===== config.mk =====
export PLATFORM = sky130hd
export DESIGN_NAME = field_event_config
export DESIGN_NICKNAME = d
export VERILOG_FILES = /design/src/inc/field_event_pkg.sv /design/src/rtl/nv_flag_writer.sv /design/src/rtl/field_event_config.sv
export SDC_FILE = /design/constraint.sdc
export NUM_CORES = 1
export LEC_CHECK = 0
export CAP_MARGIN = 10
export CORE_MARGIN = 2
export CORE_UTILIZATION = 45
export DETAILED_ROUTE_END_ITERATION = 10
export DONT_BUFFER_PORTS = 1
export PLACE_DENSITY_LB_ADDON = 0.05
export SLEW_MARGIN = 20
export SYNTH_ARGS = -nofsm -noshare
export SYNTH_HDL_FRONTEND = slang
export SYNTH_SLANG_ARGS = --single-unit

===== constraint.sdc =====
create_clock -name clk -period 8.8 [get_ports clk]
set_input_delay 1.76 -clock clk [delete_from_list [all_inputs] [get_ports clk]]
set_output_delay 1.76 -clock clk [all_outputs]
set_load 0.05 [all_outputs]

===== src/inc/field_event_pkg.sv =====
// constants for the field event configuration and detection block
// assumes one 100 MHz clock and a register port of 8-bit address, 32-bit data
package field_event_pkg;

    // ---------------------------------------------------------------
    // register offsets
    // ---------------------------------------------------------------
    localparam logic [7:0] field_event_config_off = 8'h03;
    localparam logic [7:0] user_storage_word_a_off = 8'h0d;
    localparam logic [7:0] user_storage_word_b_off = 8'h0e;
    localparam logic [7:0] user_storage_word_c_off = 8'h0f;
    localparam logic [7:0] event_status_off = 8'h28;
    localparam logic [7:0] write_status_off = 8'h29;

    // ---------------------------------------------------------------
    // field positions
    // ---------------------------------------------------------------
    localparam int signed_sel_bit = 24;
    localparam int delta_mode_bit = 23;
    localparam int persist_flag_bit = 22;
    localparam int persist_write_en_bit = 21;
    localparam int z_enable_bit = 20;
    localparam int y_enable_bit = 19;
    localparam int x_enable_bit = 18;
    localparam int z_thresh_lsb = 12;
    localparam int y_thresh_lsb = 6;
    localparam int x_thresh_lsb = 0;
    localparam int thresh_width = 6;
    localparam int user_width = 26;
    localparam int event_status_bit = 6;
    localparam int write_busy_bit = 20;
    localparam int config_used_width = 25;

    // ---------------------------------------------------------------
    // reset values and timing
    // ---------------------------------------------------------------
    localparam logic [31:0] config_reset = 32'h0000_0000;
    localparam logic [25:0] user_reset = 26'h000_0000;
    localparam int clk_mhz = 100;
    localparam int nv_write_time_us = 10;
    localparam int nv_write_cycles = nv_write_time_us * clk_mhz;

endpackage


===== src/rtl/nv_flag_writer.sv =====
// timed programming sequence for the persistent event flag
// assumes a synchronous active-high reset and a single-cycle start request
`timescale 1ns/1ps
`default_nettype none

module nv_flag_writer (
    input wire logic clk,
    input wire logic reset,
    input wire logic start,
    output logic busy,
    output logic done
);

    typedef enum logic [0:0] {
        idle_s = 1'b0,
        prog_s = 1'b1
    } writer_state_t;

    writer_state_t state_reg;
    logic [15:0] count_reg;

    // ---------------------------------------------------------------
    // programming timer
    // ---------------------------------------------------------------
    always_ff @(posedge clk) begin
        if (reset) begin
            state_reg <= idle_s;
            count_reg <= 16'h0000;
            done <= 1'b0;
        end else begin
            done <= 1'b0;
            case (state_reg)
                idle_s: begin
                    if (start) begin
                        state_reg <= prog_s;
                        count_reg <= 16'(field_event_pkg::nv_write_cycles - 1);
                    end
                end
                prog_s: begin
                    if (count_reg == 16'h0000) begin
                        state_reg <= idle_s;
                        done <= 1'b1;
                    end else begin
                        count_reg <= count_reg - 16'h0001;
                    end
                end
                default: state_reg <= idle_s;
            endcase
        end
    end

    assign busy = (state_reg == prog_s);

endmodule

`default_nettype wire


===== src/rtl/field_event_config.sv =====
// event configuration, threshold and delta detection for a three-axis field sensor
// assumes samples arrive as signed 12-bit words with a one-cycle valid pulse,
// and the register port is a simple synchronous read/write port
`timescale 1ns/1ps
`default_nettype none

// How it works
// (RULE1) config bit 24 picks absolute (0) or signed (1) threshold meaning.
// (RULE2) absolute mode fires when an enabled axis exceeds the threshold in either direction.
// (RULE3) signed mode fires only when the field passes the signed threshold in its own direction.
// (RULE4) with bit 23 clear each newest sample is compared directly.
// (RULE5) with bit 23 set the first sample in duty-cycled low-power mode is the reference for a difference.
// (RULE6) a persistent event flag (bit 22) records that an event happened; reset clears it like every other config bit.
// (RULE7) with the persistent write enable set an event programs that flag, otherwise not.
// (RULE8) per-axis enables for Z, Y and X; a disabled axis never fires.
// (RULE9) each axis has a 6-bit threshold at bits 17:12, 11:6 and 5:0.
// (RULE10) three 26-bit user storage words affect nothing.
// (RULE11) every event field resets to zero so detection starts disabled.
// (RULE12) with hold enabled the status bit and output stay set after the event ends.
// (RULE13) writing 1 to the held status bit releases status and output.
// (RULE14) a busy bit reads 1 while the persistent flag is being programmed and clears itself.
// (RULE15) the event is the OR of the enabled axis conditions, once per sample.
module field_event_config (
    input wire logic clk,
    input wire logic reset,
    input wire logic [7:0] reg_addr,
    input wire logic reg_write,
    input wire logic reg_read,
    input wire logic [31:0] reg_wdata,
    output logic [31:0] reg_rdata,
    input wire logic hold_enable,
    input wire logic duty_cycled_low_power_mode,
    input wire logic sample_valid,
    input wire logic signed [11:0] sample_x,
    input wire logic signed [11:0] sample_y,
    input wire logic signed [11:0] sample_z,
    output logic event_out,
    output logic nv_write_busy
);

    logic [31:0] config_reg;
    logic [25:0] user_a_reg;
    logic [25:0] user_b_reg;
    logic [25:0] user_c_reg;
    logic [31:0] config_next;
    logic signed [11:0] ref_x_reg;
    logic signed [11:0] ref_y_reg;
    logic signed [11:0] ref_z_reg;
    logic ref_taken_reg;
    logic status_reg;
    logic event_now;
    logic hit_x;
    logic hit_y;
    logic hit_z;
    logic writer_busy;
    logic writer_done;
    logic writer_start;
    logic clear_hit;

    // ---------------------------------------------------------------
    // per-axis comparison
    // ---------------------------------------------------------------
    function automatic logic axis_hit(
        input logic signed [11:0] value,
        input logic signed [11:0] reference,
        input logic [5:0] thresh,
        input logic use_delta,
        input logic signed_mode
    );
        logic signed [12:0] diff;
        logic signed [12:0] mag;
        logic signed [12:0] t_abs;
        logic signed [12:0] t_sgn;
        diff = use_delta ? (13'(value) - 13'(reference)) : 13'(value); // [RULE4] [RULE5]
        mag = diff[12] ? -diff : diff;
        t_abs = {7'h00, thresh};
        t_sgn = {{7{thresh[5]}}, thresh};
        if (signed_mode) begin
            // negative threshold fires below it, positive above it
            axis_hit = thresh[5] ? (diff < t_sgn) : (diff > t_sgn); // [RULE3]
        end else begin
            axis_hit = mag > t_abs; // [RULE2]
        end
    endfunction

    always_comb begin
        hit_x = config_reg[field_event_pkg::x_enable_bit] && axis_hit(sample_x, ref_x_reg, // [RULE8]
            config_reg[field_event_pkg::x_thresh_lsb +: field_event_pkg::thresh_width], // [RULE9]
            config_reg[field_event_pkg::delta_mode_bit], config_reg[field_event_pkg::signed_sel_bit]); // [RULE1]
        hit_y = config_reg[field_event_pkg::y_enable_bit] && axis_hit(sample_y, ref_y_reg, // [RULE8]
            config_reg[field_event_pkg::y_thresh_lsb +: field_event_pkg::thresh_width], // [RULE9]
            config_reg[field_event_pkg::delta_mode_bit], config_reg[field_event_pkg::signed_sel_bit]);
        hit_z = config_reg[field_event_pkg::z_enable_bit] && axis_hit(sample_z, ref_z_reg, // [RULE8]
            config_reg[field_event_pkg::z_thresh_lsb +: field_event_pkg::thresh_width], // [RULE9]
            config_reg[field_event_pkg::delta_mode_bit], config_reg[field_event_pkg::signed_sel_bit]);
        // delta mode waits until a reference exists
        event_now = sample_valid && (hit_x || hit_y || hit_z) && // [RULE15]
            (!config_reg[field_event_pkg::delta_mode_bit] || ref_taken_reg);
    end

    // ---------------------------------------------------------------
    // delta reference capture
    // ---------------------------------------------------------------
    // leaving low-power mode drops the reference so re-entry takes a fresh one
    always_ff @(posedge clk) begin
        if (reset) begin
            ref_taken_reg <= 1'b0;
            ref_x_reg <= 12'sh000;
            ref_y_reg <= 12'sh000;
            ref_z_reg <= 12'sh000;
        end else if (!duty_cycled_low_power_mode) begin
            ref_taken_reg <= 1'b0;
        end else if (sample_valid && !ref_taken_reg) begin
            ref_taken_reg <= 1'b1; // [RULE5]
            ref_x_reg <= sample_x;
            ref_y_reg <= sample_y;
            ref_z_reg <= sample_z;
        end
    end

    // ---------------------------------------------------------------
    // event status and hold
    // ---------------------------------------------------------------
    assign clear_hit = reg_write && (reg_addr == field_event_pkg::event_status_off)
        && reg_wdata[field_event_pkg::event_status_bit];

    // without hold each sample rewrites the status; with hold only a clear write drops it
    always_ff @(posedge clk) begin
        if (reset) begin
            status_reg <= 1'b0;
        end else if (event_now) begin
            status_reg <= 1'b1; // set wins over a same-cycle clear
        end else if (hold_enable) begin // [RULE12]
            if (clear_hit) begin
                status_reg <= 1'b0; // [RULE13]
            end
        end else if (sample_valid) begin
            status_reg <= 1'b0;
        end
    end

    assign event_out = status_reg;

    // ---------------------------------------------------------------
    // persistent flag programming
    // ---------------------------------------------------------------
    // an event while the flag is set or a write is running starts nothing
    assign writer_start = event_now && config_reg[field_event_pkg::persist_write_en_bit] // [RULE7]
        && !writer_busy && !config_reg[field_event_pkg::persist_flag_bit];

    nv_flag_writer u_writer (
        .clk(clk),
        .reset(reset),
        .start(writer_start),
        .busy(writer_busy),
        .done(writer_done)
    );

    assign nv_write_busy = writer_busy; // [RULE14]

    // ---------------------------------------------------------------
    // register storage
    // ---------------------------------------------------------------
    // bits 31:25 are never stored; a finished flag write beats a same-cycle host write
    always_comb begin
        config_next = config_reg;
        if (reg_write && reg_addr == field_event_pkg::field_event_config_off) begin
            config_next = {7'h00, reg_wdata[field_event_pkg::config_used_width-1:0]};
        end
        if (writer_done) begin
            config_next[field_event_pkg::persist_flag_bit] = 1'b1; // [RULE6]
        end
    end

    always_ff @(posedge clk) begin
        if (reset) begin
            config_reg <= field_event_pkg::config_reset; // [RULE11]
        end else begin
            config_reg <= config_next;
        end
    end

    always_ff @(posedge clk) begin
        if (reset) begin
            user_a_reg <= field_event_pkg::user_reset;
            user_b_reg <= field_event_pkg::user_reset;
            user_c_reg <= field_event_pkg::user_reset;
        end else if (reg_write) begin
            case (reg_addr)
                field_event_pkg::user_storage_word_a_off: user_a_reg <= reg_wdata[25:0]; // [RULE10]
                field_event_pkg::user_storage_word_b_off: user_b_reg <= reg_wdata[25:0];
                field_event_pkg::user_storage_word_c_off: user_c_reg <= reg_wdata[25:0];
                default: ;
            endcase
        end
    end

    // ---------------------------------------------------------------
    // read data
    // ---------------------------------------------------------------
    // the two status words carry only the event bit and the busy bit
    always_ff @(posedge clk) begin
        if (reset) begin
            reg_rdata <= 32'h0000_0000;
        end else if (reg_read) begin
            case (reg_addr)
                field_event_pkg::field_event_config_off: reg_rdata <= config_reg;
                field_event_pkg::user_storage_word_a_off: reg_rdata <= {6'h00, user_a_reg};
                field_event_pkg::user_storage_word_b_off: reg_rdata <= {6'h00, user_b_reg};
                field_event_pkg::user_storage_word_c_off: reg_rdata <= {6'h00, user_c_reg};
                field_event_pkg::event_status_off: reg_rdata <= {25'h000_0000, status_reg, 6'h00};
                field_event_pkg::write_status_off: reg_rdata <= {11'h000, writer_busy, 20'h0_0000};
                default: reg_rdata <= 32'h0000_0000;
            endcase
        end
    end

endmodule

`default_nettype wire


Yosys cells after proc, flatten, opt, wreduce, memory -nomap -nowiden
Cells that the tools add are included.
- output and inout bits: 34
- logic and storage cells: 97
- flip-flop bits (word level): 191
- muxes and demuxes: 26
- bitwise gates (word level): 2
- add/subtract/negate cells: 7
- order comparisons: 9
- reductions and logical operators: 30
- equality and inequality tests: 9
- operators by type and width (kind ; count):
    $pmux W26 S6 ; 1
    $mux W13 ; 6
    $gt A13 B6 Y1 ; 3
    $gt A13 B7 Y1 ; 3
    $lt A13 B6 Y1 ; 3
    $neg A13 Y13 ; 3
    $sub A12 B12 Y13 ; 3
    $mux W16 ; 2
    $pmux W16 S2 ; 1
    $eq A8 B4 Y1 const B ; 3
    $mux W23 ; 1
    $eq A8 B6 Y1 const B ; 2
    $logic_not A16 Y1 ; 1
    $sub A16 B1 Y16 const B ; 1
    $mux W1 ; 14
    $logic_and A1 B1 Y1 ; 12
    $reduce_and A2 Y1 ; 6
    $eq A8 B2 Y1 const B ; 1
    $logic_not A1 Y1 ; 4
    $reduce_or A2 Y1 ; 2
    $logic_or A1 B1 Y1 ; 3
    $ne A3 B1 Y1 const B ; 1
    $reduce_bool A3 Y1 ; 1
    $ne A2 B1 Y1 const B ; 1
    other kinds (4) ; 5

Depth between registers and ports, before layout
Gate-level depths: netlist of the first run.
- depth in word-level cells: 16
- mapped depth: 23

Hierarchy
From an unflattened synthesis of the first run, not the netlist that was laid out.
- cell total of the unflattened synthesis: 1588
- area, all modules: 11898.9 µm²
- by module, submodules not included (module ; cells an instance ; instances ; area an instance (µm²) ; sequential area each (µm²)):
    field_event_config ; 1462 ; 1 ; 10860.4 ; 3343.2
    nv_flag_writer ; 126 ; 1 ; 1038.5 ; 360.3

Worst setup path after synthesis of the first run
OpenSTA, ideal clock, no wires.
- kind: input -> register
- from: in sample_y[0]
- to: reg u_writer.count_reg[0]
- setup slack: 2761 ps
- arrival: 5920 ps
- cell stages on the path: 21
- buffers on the path: 1
- data required time: 8680 ps
- cell sequence: inv_1 > ha_1 > fa_1 > nand2b_1 > a211oi_1 > o41ai_1 > o21ai_0 > o211ai_1 > o21ai_0 > xnor2_1 > ha_1 > and3_1 > a221oi_1 > a41o_1 > a21oi_1 > a211o_1 > o311ai_0 > nand3_1 > o21a_1 > buf_6 > o31a_1
- cells in the longest elaborated chain, start to end: 16
- ends and longest elaborated chain (what ; line ; RTL):
    start, declared ; field_event_config.sv:35 ; input wire logic signed [11:0] sample_y,
    $sub A12 B12 Y13 ; field_event_config.sv:74 ; diff = use_delta ? (13'(value) - 13'(reference)) : 13'(value);
    $mux W13 * ; field_event_config.sv:74 ;
    $neg A13 Y13 ; field_event_config.sv:75 ; mag = diff[12] ? -diff : diff;
    $mux W13 ; field_event_config.sv:75 ;
    $gt A13 B7 Y1 ; field_event_config.sv:82 ; axis_hit = mag > t_abs;
    $mux W1 * ; field_event_config.sv:78 ; if (signed_mode) begin
    $logic_and A1 B1 Y1 * ; field_event_config.sv:90 ; hit_y = config_reg[field_event_pkg::y_enable_bit] && axis_hit(sample_y, ref_y_reg,
    $logic_or A1 B1 Y1 * (2 in a row) ; field_event_config.sv:97 ; event_now = sample_valid && (hit_x || hit_y || hit_z) &&
    $logic_and A1 B1 Y1 * (2 in a row) ; field_event_config.sv:97 ;
    $logic_and A1 B1 Y1 * ; field_event_config.sv:148 ; assign writer_start = event_now && config_reg[field_event_pkg::persist_write_en_bit]
    $logic_and A1 B1 Y1 * (2 in a row) ; field_event_config.sv:149 ; && !writer_busy && !config_reg[field_event_pkg::persist_flag_bit];
    $ne A2 B1 Y1 (no source line) * ; -- ;
    $reduce_and A2 Y1 (no source line) * ; -- ;
    end signal, assigned ; nv_flag_writer.sv:36 ; count_reg <= 16'(field_event_pkg::nv_write_cycles - 1);
    end signal, assigned ; nv_flag_writer.sv:44 ; count_reg <= count_reg - 16'h0001;
    end, declared ; nv_flag_writer.sv:20 ; logic [15:0] count_reg;
Every way passes the cells marked *; elsewhere a longest branch is shown, timed or not.
A chain may end at the register's enable or synchronous reset.

Worst setup path after layout of the first run
- from: in sample_y[0]
- to: reg u_writer.count_reg[6]
Same word-level chain as after synthesis.

==> results of run 1 <==
## per-layer routing
layer / global-route usage / vias to the layer above / part of all wire
met5: 0 / - / 0
met4: 0.0427 / 0 / 0.0055
met3: 0.0452 / 14 / 0.058
met2: 0.384 / 276 / 0.45
met1: 0.345 / 4957 / 0.49
li1: - / 5449 / -
## power breakdown
part / leakage [nW] / internal (mW) / switching, mW / total (mW)
Clock: 0.299 / 0.391 / 0.416 / 0.807
Combinational: 2.51 / 0.0971 / 0.144 / 0.241
Sequential: 1.49 / 0.845 / 0.00639 / 0.851
## cell families (layout without fill, tap and decap cells)
group / Yosys count / count (layout) / synth area share
other cells: 1 / 6 / 0.000321
fa+ha+maj: 97 / 97 / 0.106
mux: 17 / 17 / 0.0151
flops: 185 / 185 / 0.317
simple gates: 619 / 619 / 0.232
buf+inv: 175 / 128 / 0.0599
compound gates: 448 / 448 / 0.241
xor+xnor: 38 / 38 / 0.0285
## layout by cell type, fill, tap and decap left out, types with 6 or more instances in the layout
cell type and count:
nand2_1 374, inv_1 84, conb_1 6, o21ai_0 43, dfxtp_1 184, nand4_1 8
xor2_1 11, mux2i_1 12, and2_1 10, ha_1 94, xnor2_1 27, clkinv_8 6
buf_4 10, nor2b_1 18, a31oi_1 10, o31ai_1 7, a222oi_1 27, clkbuf_16 17
nor2_1 83, nor3_1 24, a21oi_1 234, a221oi_1 6, o21a_1 10, o211ai_1 12
a211oi_1 11, a21o_1 21, or3_1 9, nand2b_1 18, nor3b_1 7, a32oi_1 6
nand3_1 25, a211o_1 6, nor4_1 9, and3_1 8
## stage by stage
stage / worst slack [ns] / std cells
2_1_floorplan: 2.76 / 1585
3_3_place_gp: 1.82 / 1836
3_5_place_dp: 1.73 / 1836
4_1_cts: 2.19 / 1868
5_1_grt: 1.68 / 1868
6_report: 2.15 / 1868
## worst min-delay path by stage
stage,cells past startpoint,slack (ns),endpoint,from
2_1_floorplan,2,0.43,config_reg[22],u_writer.done
3_3_place_gp,2,0.43,config_reg[22],u_writer.done
3_5_place_dp,2,0.43,config_reg[22],u_writer.done
4_1_cts,2,0.44,config_reg[22],u_writer.done
5_1_grt,2,0.47,config_reg[22],u_writer.done
6_report,2,0.45,config_reg[22],u_writer.done
## layout make-up
class | count | share of cell area
well taps | 330 | 0.0332
repair buffers | 10 | 0.00604
multi-input cells | 1225 | 0.587
clock buffers | 17 | 0.0342
flip-flops and latches | 185 | 0.298
inverters | 86 | 0.0260
clock inverters | 15 | 0.0155
## worst max-delay path: stages
cell and delay (ns):
inv_1 0.03, ha_1 0.17, fa_1 0.20, nand2b_1 0.13, a211oi_1 0.11, o41ai_1 0.55
o21ai_0 0.24, o211ai_1 0.58, o21ai_0 0.24, xnor2_1 0.18, ha_1 0.30, and3_1 0.19
a221oi_1 0.29, a41o_1 0.18, a21oi_1 0.08, a211o_1 0.29, o311ai_0 0.34, nand3_1 0.27
o21ai_1 0.61, a221oi_1 0.19
==> flow_summary.yaml, run 1 <==
floorplan:
  core_area_um2: 25300
  die_area_um2: 27300
  initial_core_util: 0.461
  chipHeight_um: 165
  row_count: 58
  ios: 117
  dieWidth_um: 165
yosys:
  netlist_instances: 1580
  yosysMostFrequentCell: "nand2_1"
  syn_area_um2: 11700
  synth_warnings: 0
  yosys-top-cells-count: "nand2_1 (375), a21oi_1 (234), dfxtp_1 (185)"
  yosys.area.top_type: "dfxtp_1"
  yosysUniqueCellTypes: 78
  async_flop_share: 0
  yosys.area.top_type_share: 0.317
  synth_seq_cells: 185
  syn_avg_cell_area_um2: 7.39
  synth_area_leaders: "dfxtp_1 (32%), nand2_1 (12%), ha_1 (10%), a21oi_1 (10%), nor2_1 (2.7%)"
  ys_seq_area_frac: 0.317
  ys.flop_type: "dfxtp_1"
  synth-edff-count: 0
worst_setup_path:
  setup.worst_path.class: "input port to register"
  r2r-start: "ref_y_reg[0]"
  reg2reg_to: "u_writer.count_reg[6]"
  cp-start-kind: "input port"
  setup.worst_path.end_class: "register"
  worst_ep_arrival_time_ns: 6.94
  worst_setup_path_endpoint: "u_writer.count_reg[6]"
  crit_start: "sample_y[0]"
  ff2ff_setup_slack_ns: 3.16
  critPathMaxFanout: 9
  worstPathRequired_ns: 9.08
  reg2reg_depth: 19
timing:
  slew_headroom: 0.277
  setup-violations-final: 0
  whs_ns: 0.449
  skew_ns: 0.0113
  max_freq_ghz: 0.150
  tns_ns: 0
  min_period_ns: 6.65
  fin_crit_sh: 0.756
  slew_violations: 0
  rsz0062_at_grt: "false"
  hold_violations: 0
  worst_slew_pin_slew_ns: 1.08
run_status:
  status: "finished clean"
routing:
  wl_um: 32800
  dr.pass1.iters: 7
  wl_per_cell_um: 17.5
  drtIter0Drc: 907
  vias_per_cell: 5.73
  drc: 0
  drt.antenna.violating_nets: 0
  via_count: 10700
global_route:
  grt_overflow_total: 0
  grt_pass1_vias: 9830
  grt_max_degree: 187
  track_usage: 0.242
  antenna_found_initial: 0
  grt_first_pass_wirelength_um: 52600
placement:
  postPlaceCellArea_um2: 11800
  port_buffers: 0
  post-dp-hpwl_um: 22600
  gp_congestion: 0.813
clock_tree:
  clock_path_buffers: 2
  cts.sinks: 185
  cts_hold_buf: 0
  cts_buffers: 17
  clk_pin_slew_ns: 0.08
  htreeDepth: 4
  post_cts_buffers: 0
  clockRootBuffer: "clkbuf_16"
  cts-resized-gates: 0
  clk_latency_ns: 0.44
  cts_tree: "yes"
final_layout:
  register_area_um2: 3700
  multi_input_area_um2: 7310
  layout-drive-gt1-share: 0.0442
  fillCellCount: 2524
  final_core_util: 0.491
  fin_area_um2: 12400
  syn_to_final_growth_pct: 6.54
  antennaDiodeCount: 0
  layout.nets: 1705
pwr:
  power.total_mw: 1.90
  p_leak_nw: 4.30
  power.density_nw_per_um2: 153
  ir_worst_vdd_uv: 107
worst_hold_path:
  hold_path_class: "register to register"
flow_run:
  drv_cap: 0
Power figures use the tool's default switching activity.
==> run 2, diff against run 1 <==
--- a/config.mk
+++ b/config.mk
@@ -5,6 +5,7 @@
 export SDC_FILE = /design/constraint.sdc
 export NUM_CORES = 1
 export LEC_CHECK = 0
+export ABC_AREA = 1
 export CAP_MARGIN = 10
 export CORE_MARGIN = 2
 export CORE_UTILIZATION = 45
==> constraint.sdc (replaced) <==
create_clock -name clk -period 6.2 [get_ports clk]
set_input_delay 1.24 -clock clk [delete_from_list [all_inputs] [get_ports clk]]
set_output_delay 1.24 -clock clk [all_outputs]
set_load 0.05 [all_outputs]
==> run 2 against run 1 <==
Compared with the run above: global-route usage down 1.1 points; critical path depth up 10; count of clock-buffer cells in the layout unchanged; register-to-register slack worse by 1.4 ns; setup slack worse by 0.78 ns; sequential share of layout area down 1.6 points; hold slack better by 0.0046 ns; clock skew up 0.0020 ns; synthesized cell count up 17%; final cell count up 15%; combinational power up 84%; critical endpoint is now u_writer.count_reg[1]; highest routed layer unchanged.
==> flow_summary.yaml, run 2 <==
final_layout:
  fillCellCount: 2785
  multi_input_area_um2: 7200
  register_area_um2: 3700
  layout.nets: 1983
  final_cell_mix: "nand2_1 (340), inv_1 (286), a21oi_1 (196)"
  antennaDiodeCount: 0
  syn_to_final_growth_pct: 6.04
  final_core_util: 0.486
  layout-drive-gt1-share: 0.0639
  final_common_cell: "nand2_1"
worst_setup_path:
  setup.worst_path.end_class: "register"
  slowest_stage: "fa_1"
  setup.worst_path.class: "input port to register"
  cp-start-kind: "input port"
  worstPathRequired_ns: 6.53
  critPathMaxFanout: 16
  max_stage_delay_ns: 0.38
  worst_ep_arrival_time_ns: 5.17
pwr:
  ir_worst_vdd_uv: 140
  clkPwrFrac: 0.417
  p_leak_nw: 5.60
  seqPwrFrac: 0.427
  p_comb_frac: 0.157
  power.density_nw_per_um2: 216
  sw_frac_of_total: 0.319
  power.total_mw: 2.83
  p_sw_mw: 0.905
  power.internal_mw: 1.93
yosys:
  yosysMostFrequentCell: "nand2_1"
  synth_top_family_by_area: "simple AND/OR/NAND/NOR gates"
  async_flop_share: 0
  ys.flop_type: "dfxtp_1"
  synth_compound_area_frac: 0.217
  netlist_instances: 1850
  synth_seq_cells: 185
  yosysUniqueCellTypes: 52
  synth_warnings: 0
  synthXorXnorAreaFrac: 0.0212
  muxShareOfSynthArea: 0
  ys_seq_area_frac: 0.299
  yosys.area.top_type: "dfxtp_1"
  yosys.area.top_type_share: 0.299
  synth-simple-area-share: 0.240
  yosys-top-cells-count: "nand2_1 (340), inv_1 (287), a21oi_1 (196)"
  synth_area_leaders: "dfxtp_1 (30%), nand2_1 (10%), ha_1 (9.5%), inv_1 (8.7%), a21oi_1 (7.9%)"
  syn_avg_cell_area_um2: 6.70
  synth-edff-count: 0
  synthAdderAreaFrac: 0.0998
  syn_area_um2: 12400
clock_tree:
  cts_buffers: 17
  cts_hold_buf: 0
  htreeDepth: 4
  clock_path_buffers: 2
  clockRootBuffer: "clkbuf_16"
  cts_tree: "yes"
  post_cts_buffers: 0
  cts.sinks: 185
  clk_pin_slew_ns: 0.09
  clk_latency_ns: 0.44
  cts-resized-gates: 0
timing:
  rsz0062_at_grt: "false"
  setup-violations-final: 0
  worst_slew_pin_slew_ns: 1.09
  max_freq_ghz: 0.207
  slew_headroom: 0.270
  skew_ns: 0.0133
  min_period_ns: 4.84
  fin_crit_sh: 0.780
  hold_violations: 0
  tns_ns: 0
  slew_violations: 0
global_route:
  grt_first_pass_wirelength_um: 53700
  grt_pass1_vias: 10300
  grt_max_degree: 91
  antenna_found_initial: 0
  grt_overflow_total: 0
  track_usage: 0.230
routing:
  vias_per_cell: 5.26
  dr.pass1.iters: 5
  wl_um: 32800
  drc: 0
  drtIter0Drc: 672
  via_count: 11400
  drt.antenna.violating_nets: 0
  wl_per_cell_um: 15.2
worst_hold_path:
  hold_path_class: "register to register"
placement:
  port_buffers: 0
  post-dp-hpwl_um: 22900
  gp_congestion: 0.874
flow_run:
  drv_cap: 0
run_status:
  status: "finished clean"
floorplan:
  chipHeight_um: 170
  initial_core_util: 0.458
  die_area_um2: 28900
  ios: 117
  core_area_um2: 27000
  dieWidth_um: 170
  row_count: 60
[run 2: metal layers]
| metal | vias to the layer above | track usage | routed length [µm] |
|---|---|---|---|
| li1 | 5991 | - | - |
| met1 | 5097 | 0.329 | 16600 |
| met2 | 244 | 0.369 | 14300 |
| met3 | 19 | 0.0384 | 1680 |
| met4 | 0 | 0.0401 | 264 |
| met5 | - | 0 | 0 |
[run 2: stage by stage]
| step | cells | area (µm²) | worst slack, ns | hold WS, ns |
|---|---|---|---|---|
| detailed placement | 2125 | 12500 | 0.896 | 0.444 |
| global placement | 2125 | 12500 | 0.930 | 0.434 |
| finish | 2157 | 13100 | 1.36 | 0.454 |
| floorplan | 1855 | 12400 | 1.55 | 0.425 |
| CTS | 2157 | 13100 | 1.34 | 0.456 |
| global route | 2157 | 13100 | 0.862 | 0.477 |
[run 2: worst paths after layout]
check	startpoint	end	slack, ns	depth (start not counted)
max reg2reg	config_reg[23]	u_writer.count_reg[0]	1.75	24
min reg2reg	ref_x_reg[0]	ref_x_reg[0]	0.45	2
min	ref_x_reg[0]	ref_x_reg[0]	0.45	2
max	sample_y[0]	u_writer.count_reg[1]	1.36	30
[run 2: critical path, delay by kind of cell]
family / cells / cell delay [ns]
XOR/XNOR: 1 / 0.12
adder cells (fa/ha/maj): 3 / 0.88
AO/OA/AOI/OAI: 6 / 0.78
AND/OR/NAND/NOR: 16 / 1.80
buffers and inverters: 4 / 0.32
[run 2: power groups by stage]
stage / combinational (mW) / clock (mW) / sequential, mW
final: 0.444 / 1.18 / 1.21
after floorplan: 0.375 / 0 / 1.24
after detailed placement: 0.443 / 0 / 1.24
after global routing: 0.520 / 1.25 / 1.21
after global placement: 0.437 / 0 / 1.24
after CTS: 0.445 / 1.20 / 1.21
[run 2: kinds of logic (layout without fill, tap and decap cells)]
family	after synthesis	in the layout
AOI/OAI and AO/OA	485	485
xor gates and xnor gates	30	30
adders and majority gates	97	97
buffers and inverters	377	338
DFF	185	185
other	1	6
and+or+nand+nor	675	675
[run 2: layout make-up]
cell class	instances	area share
multi-input combinational	1293	0.548
sequential	185	0.282
inverter	298	0.0853
tap	341	0.0325
clock buffer	17	0.0324
clock inverter	15	0.0155
timing repair buffer	8	0.00457
